$ cat config.mk
export PLATFORM = sky130hd
export DESIGN_NAME = gpio_port
export DESIGN_NICKNAME = d
export VERILOG_FILES = /design/src/gpio_pkg.sv /design/src/pad_if.sv /design/src/pin_sampler.sv /design/src/pin_driver.sv /design/src/gpio_port.sv
export SDC_FILE = /design/constraint.sdc
export NUM_CORES = 1
export LEC_CHECK = 0
export ABC_AREA = 0
export BUFFER_PORTS_ARGS = -buffer_cell sky130_fd_sc_hd__buf_2
export CORE_MARGIN = 2
export CORE_UTILIZATION = 51
export DETAILED_ROUTE_END_ITERATION = 6
export PLACE_DENSITY = 0.79
export SKIP_CTS_REPAIR_TIMING = 1
export SYNTH_ARGS = -nofsm -noshare
export SYNTH_HDL_FRONTEND = slang
export SYNTH_SLANG_ARGS = --single-unit
export TNS_END_PERCENT = 30
$ cat constraint.sdc
create_clock -name i_clk -period 1.5 [get_ports i_clk]
set_input_delay 0.075 -clock i_clk [delete_from_list [all_inputs] [get_ports i_clk]]
set_output_delay 0.075 -clock i_clk [all_outputs]
set_load 0.02 [all_outputs]
$ cat src/gpio_pkg.sv
// Constants and types shared by the general purpose I/O port
package gpio_pkg;

  // Port geometry
  localparam int PIN_W = 6;
  localparam int DATA_W = 8;
  localparam int ADDR_W = 3;

  // Register offsets on the plain register port
  localparam logic [ADDR_W-1:0] OFS_PIN_LEVELS = 3'h0;
  localparam logic [ADDR_W-1:0] OFS_OUTPUT_LATCH = 3'h1;
  localparam logic [ADDR_W-1:0] OFS_DIRECTION = 3'h2;
  localparam logic [ADDR_W-1:0] OFS_ANALOG_SELECT = 3'h3;
  localparam logic [ADDR_W-1:0] OFS_REMAP_SELECT = 3'h4;
  localparam logic [ADDR_W-1:0] OFS_LEVELS_SET = 3'h5;
  localparam logic [ADDR_W-1:0] OFS_LEVELS_CLEAR = 3'h6;

  // Field positions and fixed bits
  localparam int INPUT_ONLY_BIT = 3;
  localparam logic [PIN_W-1:0] INPUT_ONLY_MASK = 6'h08;

  // Values after reset
  localparam logic [PIN_W-1:0] DIRECTION_RESET = 6'h3F;
  localparam logic [PIN_W-1:0] ANALOG_SELECT_RESET = 6'h3F;
  localparam logic [PIN_W-1:0] OUTPUT_LATCH_RESET = 6'h00;
  localparam logic [PIN_W-1:0] REMAP_SELECT_RESET = 6'h00;
  localparam logic [DATA_W-1:0] READ_DATA_RESET = 8'h00;

  // Cycle counts
  localparam int SYNC_STAGES = 2;

  // Register file state of the port controller
  typedef struct packed {
    logic [PIN_W-1:0] latch;
    logic [PIN_W-1:0] direction;
    logic [PIN_W-1:0] analog_sel;
    logic [PIN_W-1:0] remap_sel;
    logic [PIN_W-1:0] analog_active;
    logic [DATA_W-1:0] rdata;
  } port_state_t;

endpackage : gpio_pkg

$ cat src/pad_if.sv
// Carrier between the port controller and its pad-side modules
`timescale 1ns/1ns
interface pad_if;
  import gpio_pkg::*;
  logic [PIN_W-1:0] direction;
  logic [PIN_W-1:0] latch;
  logic [PIN_W-1:0] remap_sel;
  logic [PIN_W-1:0] analog_sel;
  logic [PIN_W-1:0] levels;

  modport ctrl (output direction, output latch, output remap_sel, output analog_sel,
    input levels);
  modport drv (input direction, input latch, input remap_sel);
  modport smp (input analog_sel, output levels);
endinterface : pad_if

$ cat src/pin_sampler.sv
// Two-stage pin level synchroniser with digital input gating
`timescale 1ns/1ns
module pin_sampler
  import gpio_pkg::*;
(
  input wire logic i_clk,
  input wire logic i_nrst,
  input wire logic [PIN_W-1:0] i_pin_in,
  pad_if.smp pads
);

  typedef struct packed {
    logic [PIN_W-1:0] stage1;
    logic [PIN_W-1:0] stage2;
  } sampler_state_t;

  sampler_state_t state_reg;
  sampler_state_t state_next;
  logic [PIN_W-1:0] buffered;

  // Input buffer per pin, switched off while the pin is analog
  for (genvar b = 0; b < PIN_W; b++) begin : g_buffer
    assign buffered[b] = i_pin_in[b] & ~pads.analog_sel[b];
  end

  // First stage feeds only the second stage
  always_comb begin
    state_next = state_reg;
    state_next.stage1 = buffered;
    state_next.stage2 = state_reg.stage1;
  end

  always_ff @(posedge i_clk or negedge i_nrst) begin
    if (!i_nrst) begin
      state_reg <= '0;
    end else begin
      state_reg <= state_next;
    end
  end

  assign pads.levels = state_reg.stage2;

endmodule : pin_sampler

$ cat src/pin_driver.sv
// Per-pin output source selection and driver enable
`timescale 1ns/1ns
module pin_driver
  import gpio_pkg::*;
(
  input wire logic i_clk,
  input wire logic i_nrst,
  input wire logic [PIN_W-1:0] i_periph_out,
  input wire logic [PIN_W-1:0] i_analog_out_en,
  pad_if.drv pads,
  output logic [PIN_W-1:0] o_pin_out,
  output logic [PIN_W-1:0] o_pin_oe
);

  typedef struct packed {
    logic [PIN_W-1:0] pin_out;
    logic [PIN_W-1:0] pin_oe;
  } driver_state_t;

  driver_state_t state_reg;
  driver_state_t state_next;
  logic [PIN_W-1:0] source;
  logic [PIN_W-1:0] enable;

  // Source mux and enable per pin; analog output wins over all digital drive
  for (genvar b = 0; b < PIN_W; b++) begin : g_pin
    assign source[b] = pads.remap_sel[b] ? i_periph_out[b] : pads.latch[b];
    if (b == INPUT_ONLY_BIT) begin : g_input_only
      assign enable[b] = 1'b0;
    end else begin : g_io
      assign enable[b] = ~pads.direction[b] & ~i_analog_out_en[b];
    end
  end

  always_comb begin
    state_next = state_reg;
    state_next.pin_out = source;
    state_next.pin_oe = enable;
  end

  always_ff @(posedge i_clk or negedge i_nrst) begin
    if (!i_nrst) begin
      state_reg <= '0;
    end else begin
      state_reg <= state_next;
    end
  end

  assign o_pin_out = state_reg.pin_out;
  assign o_pin_oe = state_reg.pin_oe;

endmodule : pin_driver

$ cat src/gpio_port.sv
// General purpose I/O port: register file, read path and pad modules
// Functional notes
// - Port has six pins, five two-way and one input only, each with direction, latch and level bits.
// - Direction bit one turns the pin driver off; pin is an input.
// - Direction bit zero turns the driver on, driving the latch bit.
// - Pin three is input only; its direction bit always reads one.
// - Level register reads sampled pins; latch register reads stored latch.
// - Writes to level or latch register both update the output latch.
// - Bit writes via levels read pins, modify bits, store into latch.
// - Analog select bit set disables that pin's digital input buffer.
// - Analog input functions are active only while the pin is analog.
// - Analog select does not affect digital output drive from latch or peripheral.
// - Enabled analog output overrides all digital drive, driver off.
// - After reset every pin is driven from its latch; remap chooses others.
// - With a peripheral on a pin the latch does not drive; still readable.
// - An analog pin reads zero in the level register.
// - All implemented direction bits reset to one; pins start as inputs.
// - Analog select bits reset to analog; software clears them for digital use.
`timescale 1ns/1ns
module gpio_port
  import gpio_pkg::*;
(
  input wire logic i_clk,
  input wire logic i_nrst,
  input wire logic [ADDR_W-1:0] i_addr,
  input wire logic [DATA_W-1:0] i_wdata,
  input wire logic i_wr,
  input wire logic i_rd,
  output logic [DATA_W-1:0] o_rdata,
  input wire logic [PIN_W-1:0] i_pin_in,
  output logic [PIN_W-1:0] o_pin_out,
  output logic [PIN_W-1:0] o_pin_oe,
  input wire logic [PIN_W-1:0] i_periph_out,
  input wire logic [PIN_W-1:0] i_analog_out_en,
  output logic [PIN_W-1:0] o_analog_active,
  output logic [PIN_W-1:0] o_periph_in
);

  // Pad-side carrier
  pad_if pads ();

  port_state_t state_reg;
  port_state_t state_next;

  // Write payload cut to the pin width
  logic [PIN_W-1:0] wbits;
  assign wbits = i_wdata[PIN_W-1:0];

  // Read word for the addressed register, upper bits zero
  logic [PIN_W-1:0] read_bits;

  always_comb begin
    case (i_addr)
      OFS_PIN_LEVELS: begin
        read_bits = pads.levels;
      end
      OFS_OUTPUT_LATCH: begin
        read_bits = state_reg.latch;
      end
      OFS_DIRECTION: begin
        read_bits = state_reg.direction | INPUT_ONLY_MASK;
      end
      OFS_ANALOG_SELECT: begin
        read_bits = state_reg.analog_sel;
      end
      OFS_REMAP_SELECT: begin
        read_bits = state_reg.remap_sel;
      end
      default: begin
        read_bits = '0;
      end
    endcase
  end

  // Register file update and registered read data
  always_comb begin
    state_next = state_reg;
    state_next.rdata = READ_DATA_RESET;
    if (i_rd) begin
      state_next.rdata = {{(DATA_W-PIN_W){1'b0}}, read_bits};
    end
    if (i_wr) begin
      case (i_addr)
        OFS_PIN_LEVELS: begin
          state_next.latch = wbits;
        end
        OFS_OUTPUT_LATCH: begin
          state_next.latch = wbits;
        end
        OFS_LEVELS_SET: begin
          state_next.latch = pads.levels | wbits;
        end
        OFS_LEVELS_CLEAR: begin
          state_next.latch = pads.levels & ~wbits;
        end
        OFS_DIRECTION: begin
          state_next.direction = wbits | INPUT_ONLY_MASK;
        end
        OFS_ANALOG_SELECT: begin
          state_next.analog_sel = wbits;
        end
        OFS_REMAP_SELECT: begin
          state_next.remap_sel = wbits;
        end
        default: begin
          state_next.latch = state_reg.latch;
        end
      endcase
    end
    // Analog input functions follow the analog select bits
    state_next.analog_active = state_next.analog_sel;
  end

  // State register, reset to inputs, analog mode and latch drive
  always_ff @(posedge i_clk or negedge i_nrst) begin
    if (!i_nrst) begin
      state_reg.latch <= OUTPUT_LATCH_RESET;
      state_reg.direction <= DIRECTION_RESET;
      state_reg.analog_sel <= ANALOG_SELECT_RESET;
      state_reg.remap_sel <= REMAP_SELECT_RESET;
      state_reg.analog_active <= ANALOG_SELECT_RESET;
      state_reg.rdata <= READ_DATA_RESET;
    end else begin
      state_reg <= state_next;
    end
  end

  // Controls handed to the pad modules
  assign pads.direction = state_reg.direction;
  assign pads.latch = state_reg.latch;
  assign pads.remap_sel = state_reg.remap_sel;
  assign pads.analog_sel = state_reg.analog_sel;

  // Synchronised pin levels; analog pins come through as zero
  pin_sampler u_sampler (
    .i_clk(i_clk),
    .i_nrst(i_nrst),
    .i_pin_in(i_pin_in),
    .pads(pads)
  );

  // Output driver with latch, peripheral and analog priority
  pin_driver u_driver (
    .i_clk(i_clk),
    .i_nrst(i_nrst),
    .i_periph_out(i_periph_out),
    .i_analog_out_en(i_analog_out_en),
    .pads(pads),
    .o_pin_out(o_pin_out),
    .o_pin_oe(o_pin_oe)
  );

  // Outputs straight from flip-flops
  assign o_rdata = state_reg.rdata;
  assign o_analog_active = state_reg.analog_active;
  assign o_periph_in = pads.levels;

endmodule : gpio_port

==> results of run 1 <==
## logic make-up (layout without fill, tap and decap cells)
logic type	after synthesis	in the layout	synth area share, %
and+or+nand+nor	48	48	13.2
DFF	52	52	58.2
xor gates and xnor gates	1	1	0.387
buffers and inverters	12	89	2.99
AOI/OAI and AO/OA	19	19	6.92
other	1	3	0.166
muxes	36	36	18.2
## layout by cell type (no fill, tap or decap)
master / n
a21oi_1: 5
nor2_1: 11
nand4_2: 1
buf_4: 8
nor2b_1: 12
o221ai_1: 1
clkbuf_1: 1
mux2_2: 30
nand3b_2: 1
and3_1: 5
xor2_1: 1
nand3_1: 1
nand3b_1: 10
conb_1: 3
dlygate4sd3_1: 13
a21boi_0: 1
dfstp_2: 11
dfrtp_1: 41
clkbuf_8: 7
nor2b_2: 1
a32o_1: 6
o311a_1: 5
nor3_2: 1
inv_1: 1
mux2i_4: 1
nor4b_1: 1
nand2_1: 2
o21ai_1: 1
nand2b_1: 2
buf_2: 58
buf_12: 1
mux2i_1: 5
## cell type report
| class | instances | area share, % |
|---|---|---|
| Clock buffer | 8 | 3.49 |
| Inverter | 1 | 0.131 |
| Multi-Input combinational cell | 107 | 30.9 |
| Sequential cell | 52 | 45.8 |
| Tap cell | 52 | 2.27 |
| Timing Repair Buffer | 80 | 17.4 |
## worst max path at each step
stage	from	slack, ps	to	cells past startpoint
3_3_place_gp	i_addr[0]	170	pads.latch[2]	4
3_5_place_dp	i_addr[0]	140	pads.latch[4]	4
5_1_grt	u_sampler.pads.levels[1]	300	pads.latch[1]	3
4_1_cts	u_sampler.pads.levels[2]	340	pads.latch[2]	3
2_1_floorplan	u_sampler.pads.levels[3]	300	pads.latch[3]	3
6_report	u_sampler.pads.levels[2]	330	pads.latch[2]	3
## report_power, final
part           switching [mW]  internal, mW  leakage (nW)
clock network           0.437         0.421        0.0515
logic                   0.416         0.381         0.711
registers               0.161          1.69         0.627
total                    1.01          2.50          1.39
## registers in the layout, summed over array words and instances, names as in the netlist
register               count
o_analog_active            6
o_rdata                    6
pads.latch                 6
pads.remap_sel             6
u_driver.o_pin_out         6
u_sampler.pads.levels      6
u_sampler.state_next       6
pads.direction             5
u_driver.o_pin_oe          5
## per-stage QoR
| stage | hold WS [ps] | setup slack [ps] | area, sq um | total power [mW] |
|---|---|---|---|---|
| floorplan | -221 | 304 | 2270 | 2.35 |
| finish | -19.2 | 331 | 2870 | 3.51 |
| detailed placement | 86.2 | 140 | 2640 | 2.66 |
| global placement | 83.2 | 166 | 2640 | 2.62 |
| global route | 0.122 | 296 | 2870 | 3.70 |
| CTS | -250 | 337 | 2740 | 3.52 |
## synthesized netlist by cell type, drive strengths merged, types with 2 or more instances
cell type / instances / share of area (%)
mux2: 30 / 15
buf: 10 / 2.7
mux2i: 6 / 3.2
nor2: 11 / 1.8
nor2b: 13 / 3.7
nand3b: 11 / 3.8
nand2: 2 / 0.33
dfrtp: 41 / 45
a21oi: 5 / 1.1
and3: 5 / 1.4
a32o: 6 / 2.7
o311a: 5 / 2.2
nand2b: 2 / 0.55
dfstp: 11 / 13
## routing by layer
| layer | GRT usage [%] | vias to the layer above | share of wire (%) |
|---|---|---|---|
| met4 | 6.92 | 0 | 1.2 |
| met3 | 6.27 | 6 | 6.4 |
| met5 | 0 | - | 0 |
| met2 | 30.9 | 59 | 47 |
| met1 | 29.0 | 792 | 45 |
| li1 | - | 757 | - |
## critical path, stage by stage, from the launching register on
cell and delay, ps:
dfrtp_1 420, nor2b_1 140, a32o_1 250, mux2_2 260
==> results.yml, run 1 <==
run_status:
  status: "complete, but fails checks"
  violations: "negative hold slack"
timing:
  min_period_ps: 1170
  max_freq_mhz: 855
  whs_ps: -19.2
  rsz0062_at_grt: "false"
  worst_pin_slew_ps: 539
  post-route-period-util_pct: 77.9
  slew_viol_final: 0
  fin_tns_setup_ps: 0
  finalClockSkew_ps: 11.9
  setup_viol: 0
  hold_viol_final: 4
  slew_headroom_pct: 63.9
die:
  ios: 65
  std_cell_rows: 24
  die_h_microns: 70.6
  die_w_microns: 70.6
  die_area_sq_um: 4980
  start_util_pct: 52.3
  core_sq_um: 4320
global_routing:
  antenna_found_initial: 0
  grt_max_degree: 53
  grt_overflow_total: 0
  grt_pass1_vias: 1595
  grt_pass1_wl_mm: 7.80
  grtUsageTotal_pct: 20.6
clocking:
  clockRootBuffer: "clkbuf_8"
  cts_tree: "yes"
  htree_levels: 2
  cts_buffer_depth: 2
  clock_latency_ps: 310
  clk_pin_slew_ps: 90
  numClockSinks: 52
  numCtsBuffers: 5
synth:
  synth_async_sr_flop_share_pct: 100
  ys_dominant_reg_cell: "dfrtp_1"
  ys_warn_count: 0
  yosysUniqueCellTypes: 29
  synth_cells: 169
  synth_seq_area_share_pct: 58.2
  synth_enable_flop_cells: 0
  syn-cell-area_sq_um: 2260
  synth_seq_cells: 52
  postSynthAreaPerCell_sq_um: 13.4
routing:
  drcViolationCount: 0
  routed_via_density: 5.38
  ant_nets: 0
  vias: 1614
  postRouteWirelength_mm: 4.82
  firstDrtPassIters: 4
  wl_per_cell_microns: 16.1
  drt_iter0_drc: 110
final_layout:
  multi_input_area_sq_um: 886
  syn_to_final_growth_pct: 27.0
  seqCellArea_sq_um: 1320
  nets: 280
  finalNonFillerCells: 300
  final_util_pct: 66.4
  drive_gt1_share_pct: 48.4
  insertedDiodeCount: 0
  fillers: 350
setup_path:
  startpoint_type: "flop"
  ff2ff_path_depth: 3
  r2r-end: "pads.latch[2]"
  critPathMaxFanout: 3
  arrival_ps: 1380
  r2r-start: "u_sampler.pads.levels[2]"
  r2r_slack_ps: 330
  crit_required_ps: 1710
  endpoint_kind: "flop"
  worstSetupPathType: "reg -> reg"
worst_hold_path:
  whs_endpoint: "u_sampler.state_next[1]"
  hold_depth: 2
  hp-start: "i_pin_in[1]"
  hold_class: "in -> reg"
flow_run:
  drv_cap: 0
place:
  dp_hpwl_mm: 3.28
  io_buffers: 58
  dp_cells: 279
  place_congestion: 0.835
power:
  powerDensity_nw_per_um2: 1220
  ir_worst_vdd_mv: 0.775
  power_leakage_nw: 1.39
Note: power is estimated with default switching activity, not from simulation.
==> run 2: changes to the inputs <==
==> constraint.sdc (replaced) <==
create_clock -name i_clk -period 1.1 [get_ports i_clk]
set_input_delay 0.055 -clock i_clk [delete_from_list [all_inputs] [get_ports i_clk]]
set_output_delay 0.055 -clock i_clk [all_outputs]
set_load 0.02 [all_outputs]
==> run 2 against run 1 <==
Global-route usage grew 1.4 points; sequential share of layout area fell by 3.3 points; sequential cell count is the same; count of clock-buffer cells in the layout is 2 lower; the run ends with negative setup slack left; total power rose by 40%.
==> results.yml, run 2 (same netlist as run 1, synthesis figures left out) <==
die:
  die_w_microns: 70.6
  start_util_pct: 52.3
  ios: 65
  die_area_sq_um: 4980
  die_h_microns: 70.6
  std_cell_rows: 24
  core_sq_um: 4320
final_layout:
  nets: 300
  syn_to_final_growth_pct: 37.7
  final_common_cell: "buf_2"
  drive_gt1_share_pct: 54.9
  insertedDiodeCount: 0
  fillers: 306
  final_cell_mix: "buf_2 (51), dfrtp_1 (35), mux2_2 (28), buf_4 (23), dlygate4sd3_1 (18)"
place:
  dp_hpwl_mm: 3.61
  io_buffers: 58
  pre_cts_slack_ps: -130
  place_congestion: 0.918
global_routing:
  grt_pass1_wl_mm: 8.38
  grt_use_met1_pct: 30.3
  grt_pass1_vias: 1724
  grt_max_degree: 53
  met2_usage_pct: 33.3
  antenna_found_initial: 0
  grt_overflow_total: 0
  grtUsageTotal_pct: 22.0
  grtUsageMet3_pct: 6.13
  grt_busiest_layer: "met2"
timing:
  setup_viol: 6
  finalClockSkew_ps: 5.54
  hold_viol_final: 0
  min_period_ps: 1170
  max_freq_mhz: 857
  timing.final.ws_setup_ps: -67.5
  rsz0062_at_grt: "true"
  slew_viol_final: 0
  whs_ps: 35.8
  post-route-period-util_pct: 106
clocking:
  cts_tree: "yes"
  htree_levels: 2
  clk_pin_slew_ps: 90
  cts_buffer_depth: 2
  clockRootBuffer: "clkbuf_8"
  numClockSinks: 52
  clock_latency_ps: 310
  numCtsBuffers: 5
setup_path:
  worstSetupPathType: "reg -> reg"
  crit_required_ps: 1300
  startpoint_type: "flop"
  cp_slowest_cell: "dfrtp_2"
  endpoint_kind: "flop"
  critPathMaxFanout: 3
  path_cells: "nor2b_1 -> a32o_2 -> mux2_4"
  arrival_ps: 1370
  slowest_delay_ps: 430
routing:
  postRouteWirelength_mm: 5.15
  ant_nets: 0
  vias: 1694
  drcViolationCount: 0
  firstDrtPassIters: 4
  drt_iter0_drc: 128
  routed_via_density: 5.29
  wl_per_cell_microns: 16.1
worst_hold_path:
  hold_class: "in -> reg"
power:
  powerDensity_nw_per_um2: 1580
  power_leakage_nw: 1.51
  ir_worst_vdd_mv: 1.08
run_status:
  status: "complete, but fails checks"
  violations: "negative setup slack"
flow_run:
  drv_cap: 0
-- run 2: cell count changes in the layout (fill, tap and decap cells not counted), moves of 3 or more --
cell / delta
buf_4: +15
buf_2: -7
buf_6: +7
dfrtp_1: -6
dfrtp_2: +6
dlygate4sd3_1: +5
nor2b_4: +3
-- run 2: metrics by stage --
stage          power, mW  area (sq um)  utilization (%)  instances  setup TNS (ps)
2_1_floorplan       3.21          2280                -        171            -329
3_3_place_gp        3.65          2770             64.0        294           -1460
3_5_place_dp        3.69          2770             64.0        294           -1930
4_1_cts             4.82          2860             66.1        302            -245
5_1_grt             5.19          3110             72.0        320            -435
6_report            4.92          3110             72.0        320            -187
-- run 2: routing by layer --
| layer | share of wire (%) | wire length, microns |
|---|---|---|
| met5 | 0 | 0 |
| met4 | 2.6 | 132 |
| met3 | 5.8 | 299 |
| met2 | 47 | 2410 |
| met1 | 45 | 2310 |
-- run 2: path summary, 6_finish.rpt --
kind                                     startpoint                       end  slack [ps]  cells past startpoint
max in group asynchronous                    i_nrst        o_analog_active[5]         560                      3
setup reg to reg           u_sampler.pads.levels[1]             pads.latch[1]         -70                      3
setup / recovery           u_sampler.pads.levels[1]             pads.latch[1]         -70                      3
hold / removal                           i_wdata[3]         pads.remap_sel[3]          40                      2
hold reg to reg             u_sampler.state_next[3]  u_sampler.pads.levels[3]         360                      0
min in group asynchronous                    i_nrst      u_driver.o_pin_oe[1]         240                      3
-- run 2: cell type report --
| type | count | area, sq um | area share, % |
|---|---|---|---|
| Multi-Input combinational cell | 107 | 923 | 29.7 |
| Clock inverter | 2 | 10.0 | 0.321 |
| Tap cell | 52 | 65.1 | 2.09 |
| Timing Repair Buffer | 100 | 707 | 22.7 |
| Inverter | 1 | 3.75 | 0.121 |
| Clock buffer | 6 | 82.6 | 2.65 |
| Sequential cell | 52 | 1320 | 42.5 |
-- run 2: where the power goes --
group	leakage, nW	switching [mW]	internal (mW)
combinational	0.840	0.589	0.660
sequential	0.619	0.238	2.32
clock	0.0510	0.613	0.503
-- run 2: critical path: cells and delay by family (launching register included) --
kind / cells / cell delay, ps
flops: 1 / 430
simple gates: 1 / 130
compound gates: 1 / 240
mux: 1 / 260
==> run 3: changes to the inputs <==
--- a/config.mk
+++ b/config.mk
@@ -9,7 +9,9 @@
 export BUFFER_PORTS_ARGS = -buffer_cell sky130_fd_sc_hd__buf_2
 export CORE_MARGIN = 2
 export CORE_UTILIZATION = 51
+export CTS_BUF_LIST = sky130_fd_sc_hd__clkbuf_4
 export DETAILED_ROUTE_END_ITERATION = 6
+export MAX_ROUTING_LAYER = met4
 export PLACE_DENSITY = 0.79
 export SKIP_CTS_REPAIR_TIMING = 1
 export SYNTH_ARGS = -nofsm -noshare
==> run 3 against run 2 <==
The run still ends with negative setup slack left; via count rose by 2.7%; fmax fell by 1.4%; cell count rose by 2.8%; count of clock-buffer cells in the layout fell by 1; clock power fell by 27%; design area rose by 1.2%; core utilization rose by 0.90 points; global-route usage rose by 0.49 points; register-to-register slack got worse by 20 ps; sequential share of layout area fell by 0.52 points; critical path depth did not move; sequential power barely moved.
==> results.yml, run 3 (same netlist as run 1, synthesis figures left out) <==
run_status:
  status: "complete, but fails checks"
  violations: "negative setup slack"
global_routing:
  grt_overflow_total: 0
  grt_max_degree: 53
  antenna_found_initial: 0
  grt_pass1_vias: 1743
  grt_pass1_wl_mm: 8.37
  grtUsageTotal_pct: 22.5
final_layout:
  insertedDiodeCount: 0
  final_cell_mix: "buf_2 (50), dfrtp_1 (35), mux2_2 (29), dlygate4sd3_1 (25), buf_4 (23)"
  finalNonFillerCells: 329
  fillers: 307
  nets: 309
  design_area_sq_um: 3150
  drive_gt1_share_pct: 52.7
  syn_to_final_growth_pct: 39.5
  final_common_cell: "buf_2"
place:
  place_congestion: 0.934
  dp_hpwl_mm: 3.61
  dp_cells: 294
  postPlaceCellArea_sq_um: 2770
  io_buffers: 58
die:
  std_cell_rows: 24
  die_w_microns: 70.6
  ios: 65
  die_h_microns: 70.6
  start_util_pct: 52.3
  die_area_sq_um: 4980
  core_sq_um: 4320
power:
  p_clk_share_pct: 17.5
  internal_power_mw: 3.25
  power_leakage_nw: 1.52
  p_switching_mw: 1.43
  powerDensity_nw_per_um2: 1480
  ir_worst_vdd_mv: 0.962
  p_comb_share_pct: 28.0
  swShare_pct: 30.6
  seq_power_share_pct: 54.5
setup_path:
  worstSetupPathType: "reg -> reg"
  arrival_ps: 1460
  crit_required_ps: 1380
  endpoint_kind: "flop"
  startpoint_type: "flop"
  critPathMaxFanout: 3
timing:
  post-route-period-util_pct: 108
  slew_viol_final: 0
  min_period_ps: 1180
  finalClockSkew_ps: 5.91
  hold_viol_final: 0
  timing.final.ws_setup_ps: -84.5
  max_freq_mhz: 844
  setup_viol: 15
  rsz0062_at_grt: "true"
routing:
  postRouteWirelength_mm: 5.40
  drcViolationCount: 0
  firstDrtPassIters: 4
  ant_nets: 0
  drt_iter0_drc: 173
  wl_per_cell_microns: 16.4
  routed_via_density: 5.29
  vias: 1739
clocking:
  htree_levels: 2
  cts_buffer_depth: 2
  numCtsBuffers: 5
  clockRootBuffer: "clkbuf_4"
  clock_latency_ps: 380
  numClockSinks: 52
  clk_pin_slew_ps: 140
  cts_tree: "yes"
worst_hold_path:
  hold_class: "in -> reg"
flow_run:
  drv_cap: 0
-- run 3: changes by cell type in the layout (fill, tap and decap cells not counted) --
cell           previous run  this run
buf_2                    51        50
buf_6                     7        10
clkbuf_4                  0         5
clkbuf_8                  6         0
clkinv_1                  0         1
dlygate4sd3_1            18        25
mux2_2                   28        29
mux2_4                    2         1
nor2b_1                  10        12
nor2b_4                   3         1
-- run 3: worst paths after layout --
kind | from | endpoint | slack (ps) | cells after the start
worst min register to register | u_sampler.state_next[3] | u_sampler.pads.levels[3] | 370 | 0
max in group asynchronous | i_nrst | o_analog_active[5] | 640 | 3
min in group asynchronous | i_nrst | u_driver.o_pin_oe[4] | 160 | 3
worst min-delay path | i_wdata[1] | pads.latch[1] | 70 | 3
worst max-delay path | u_sampler.pads.levels[1] | pads.latch[1] | -80 | 3
worst max register to register | u_sampler.pads.levels[1] | pads.latch[1] | -80 | 3
-- run 3: per-stage QoR --
| stage | total power [mW] | hold WS [ps] | worst slack (ps) | utilization (%) | TNS [ps] |
|---|---|---|---|---|---|
| finish | 4.68 | 74.8 | -84.5 | 72.9 | -527 |
| floorplan | 3.21 | -241 | -39.3 | - | -329 |
| global placement | 3.65 | 65.6 | -103 | 64.0 | -1460 |
| detailed placement | 3.69 | 67.7 | -130 | 64.0 | -1930 |
| CTS | 4.52 | -359 | -113 | 65.2 | -929 |
| global route | 4.96 | 52.0 | -114 | 72.9 | -1240 |
-- run 3: cell type report --
cell class	instances	area (sq um)	share of cell area (%)
inverter	1	3.75	0.119
timing repair buffer	109	806	25.6
tap	52	65.1	2.06
multi-input combinational	107	905	28.7
clock inverter	3	13.8	0.437
clock buffer	5	37.5	1.19
sequential	52	1320	41.9
-- run 3: per-layer routing --
metal	global-route usage, %	up-vias	part of all wire, %	wire (microns)
li1	-	819	-	-
met1	29.7	844	44	2380
met2	34.3	63	49	2640
met3	5.41	13	5.5	295
met4	7.97	0	1.8	95
met5	-	-	0	0
-- run 3: power groups by stage --
| stage | Sequential [mW] | Combinational (mW) | Clock, mW |
|---|---|---|---|
| 4_1_cts | 2.54 | 1.12 | 0.859 |
| 5_1_grt | 2.60 | 1.41 | 0.949 |
| 3_5_place_dp | 2.58 | 1.12 | 0 |
| 6_report | 2.55 | 1.31 | 0.821 |
| 2_1_floorplan | 2.73 | 0.478 | 0 |
| 3_3_place_gp | 2.56 | 1.09 | 0 |
-- run 3: critical path, stage by stage, from the launching register on --
cell and delay, ps:
dfrtp_2 460, nor2b_1 130, a32o_2 240, mux2_4 260
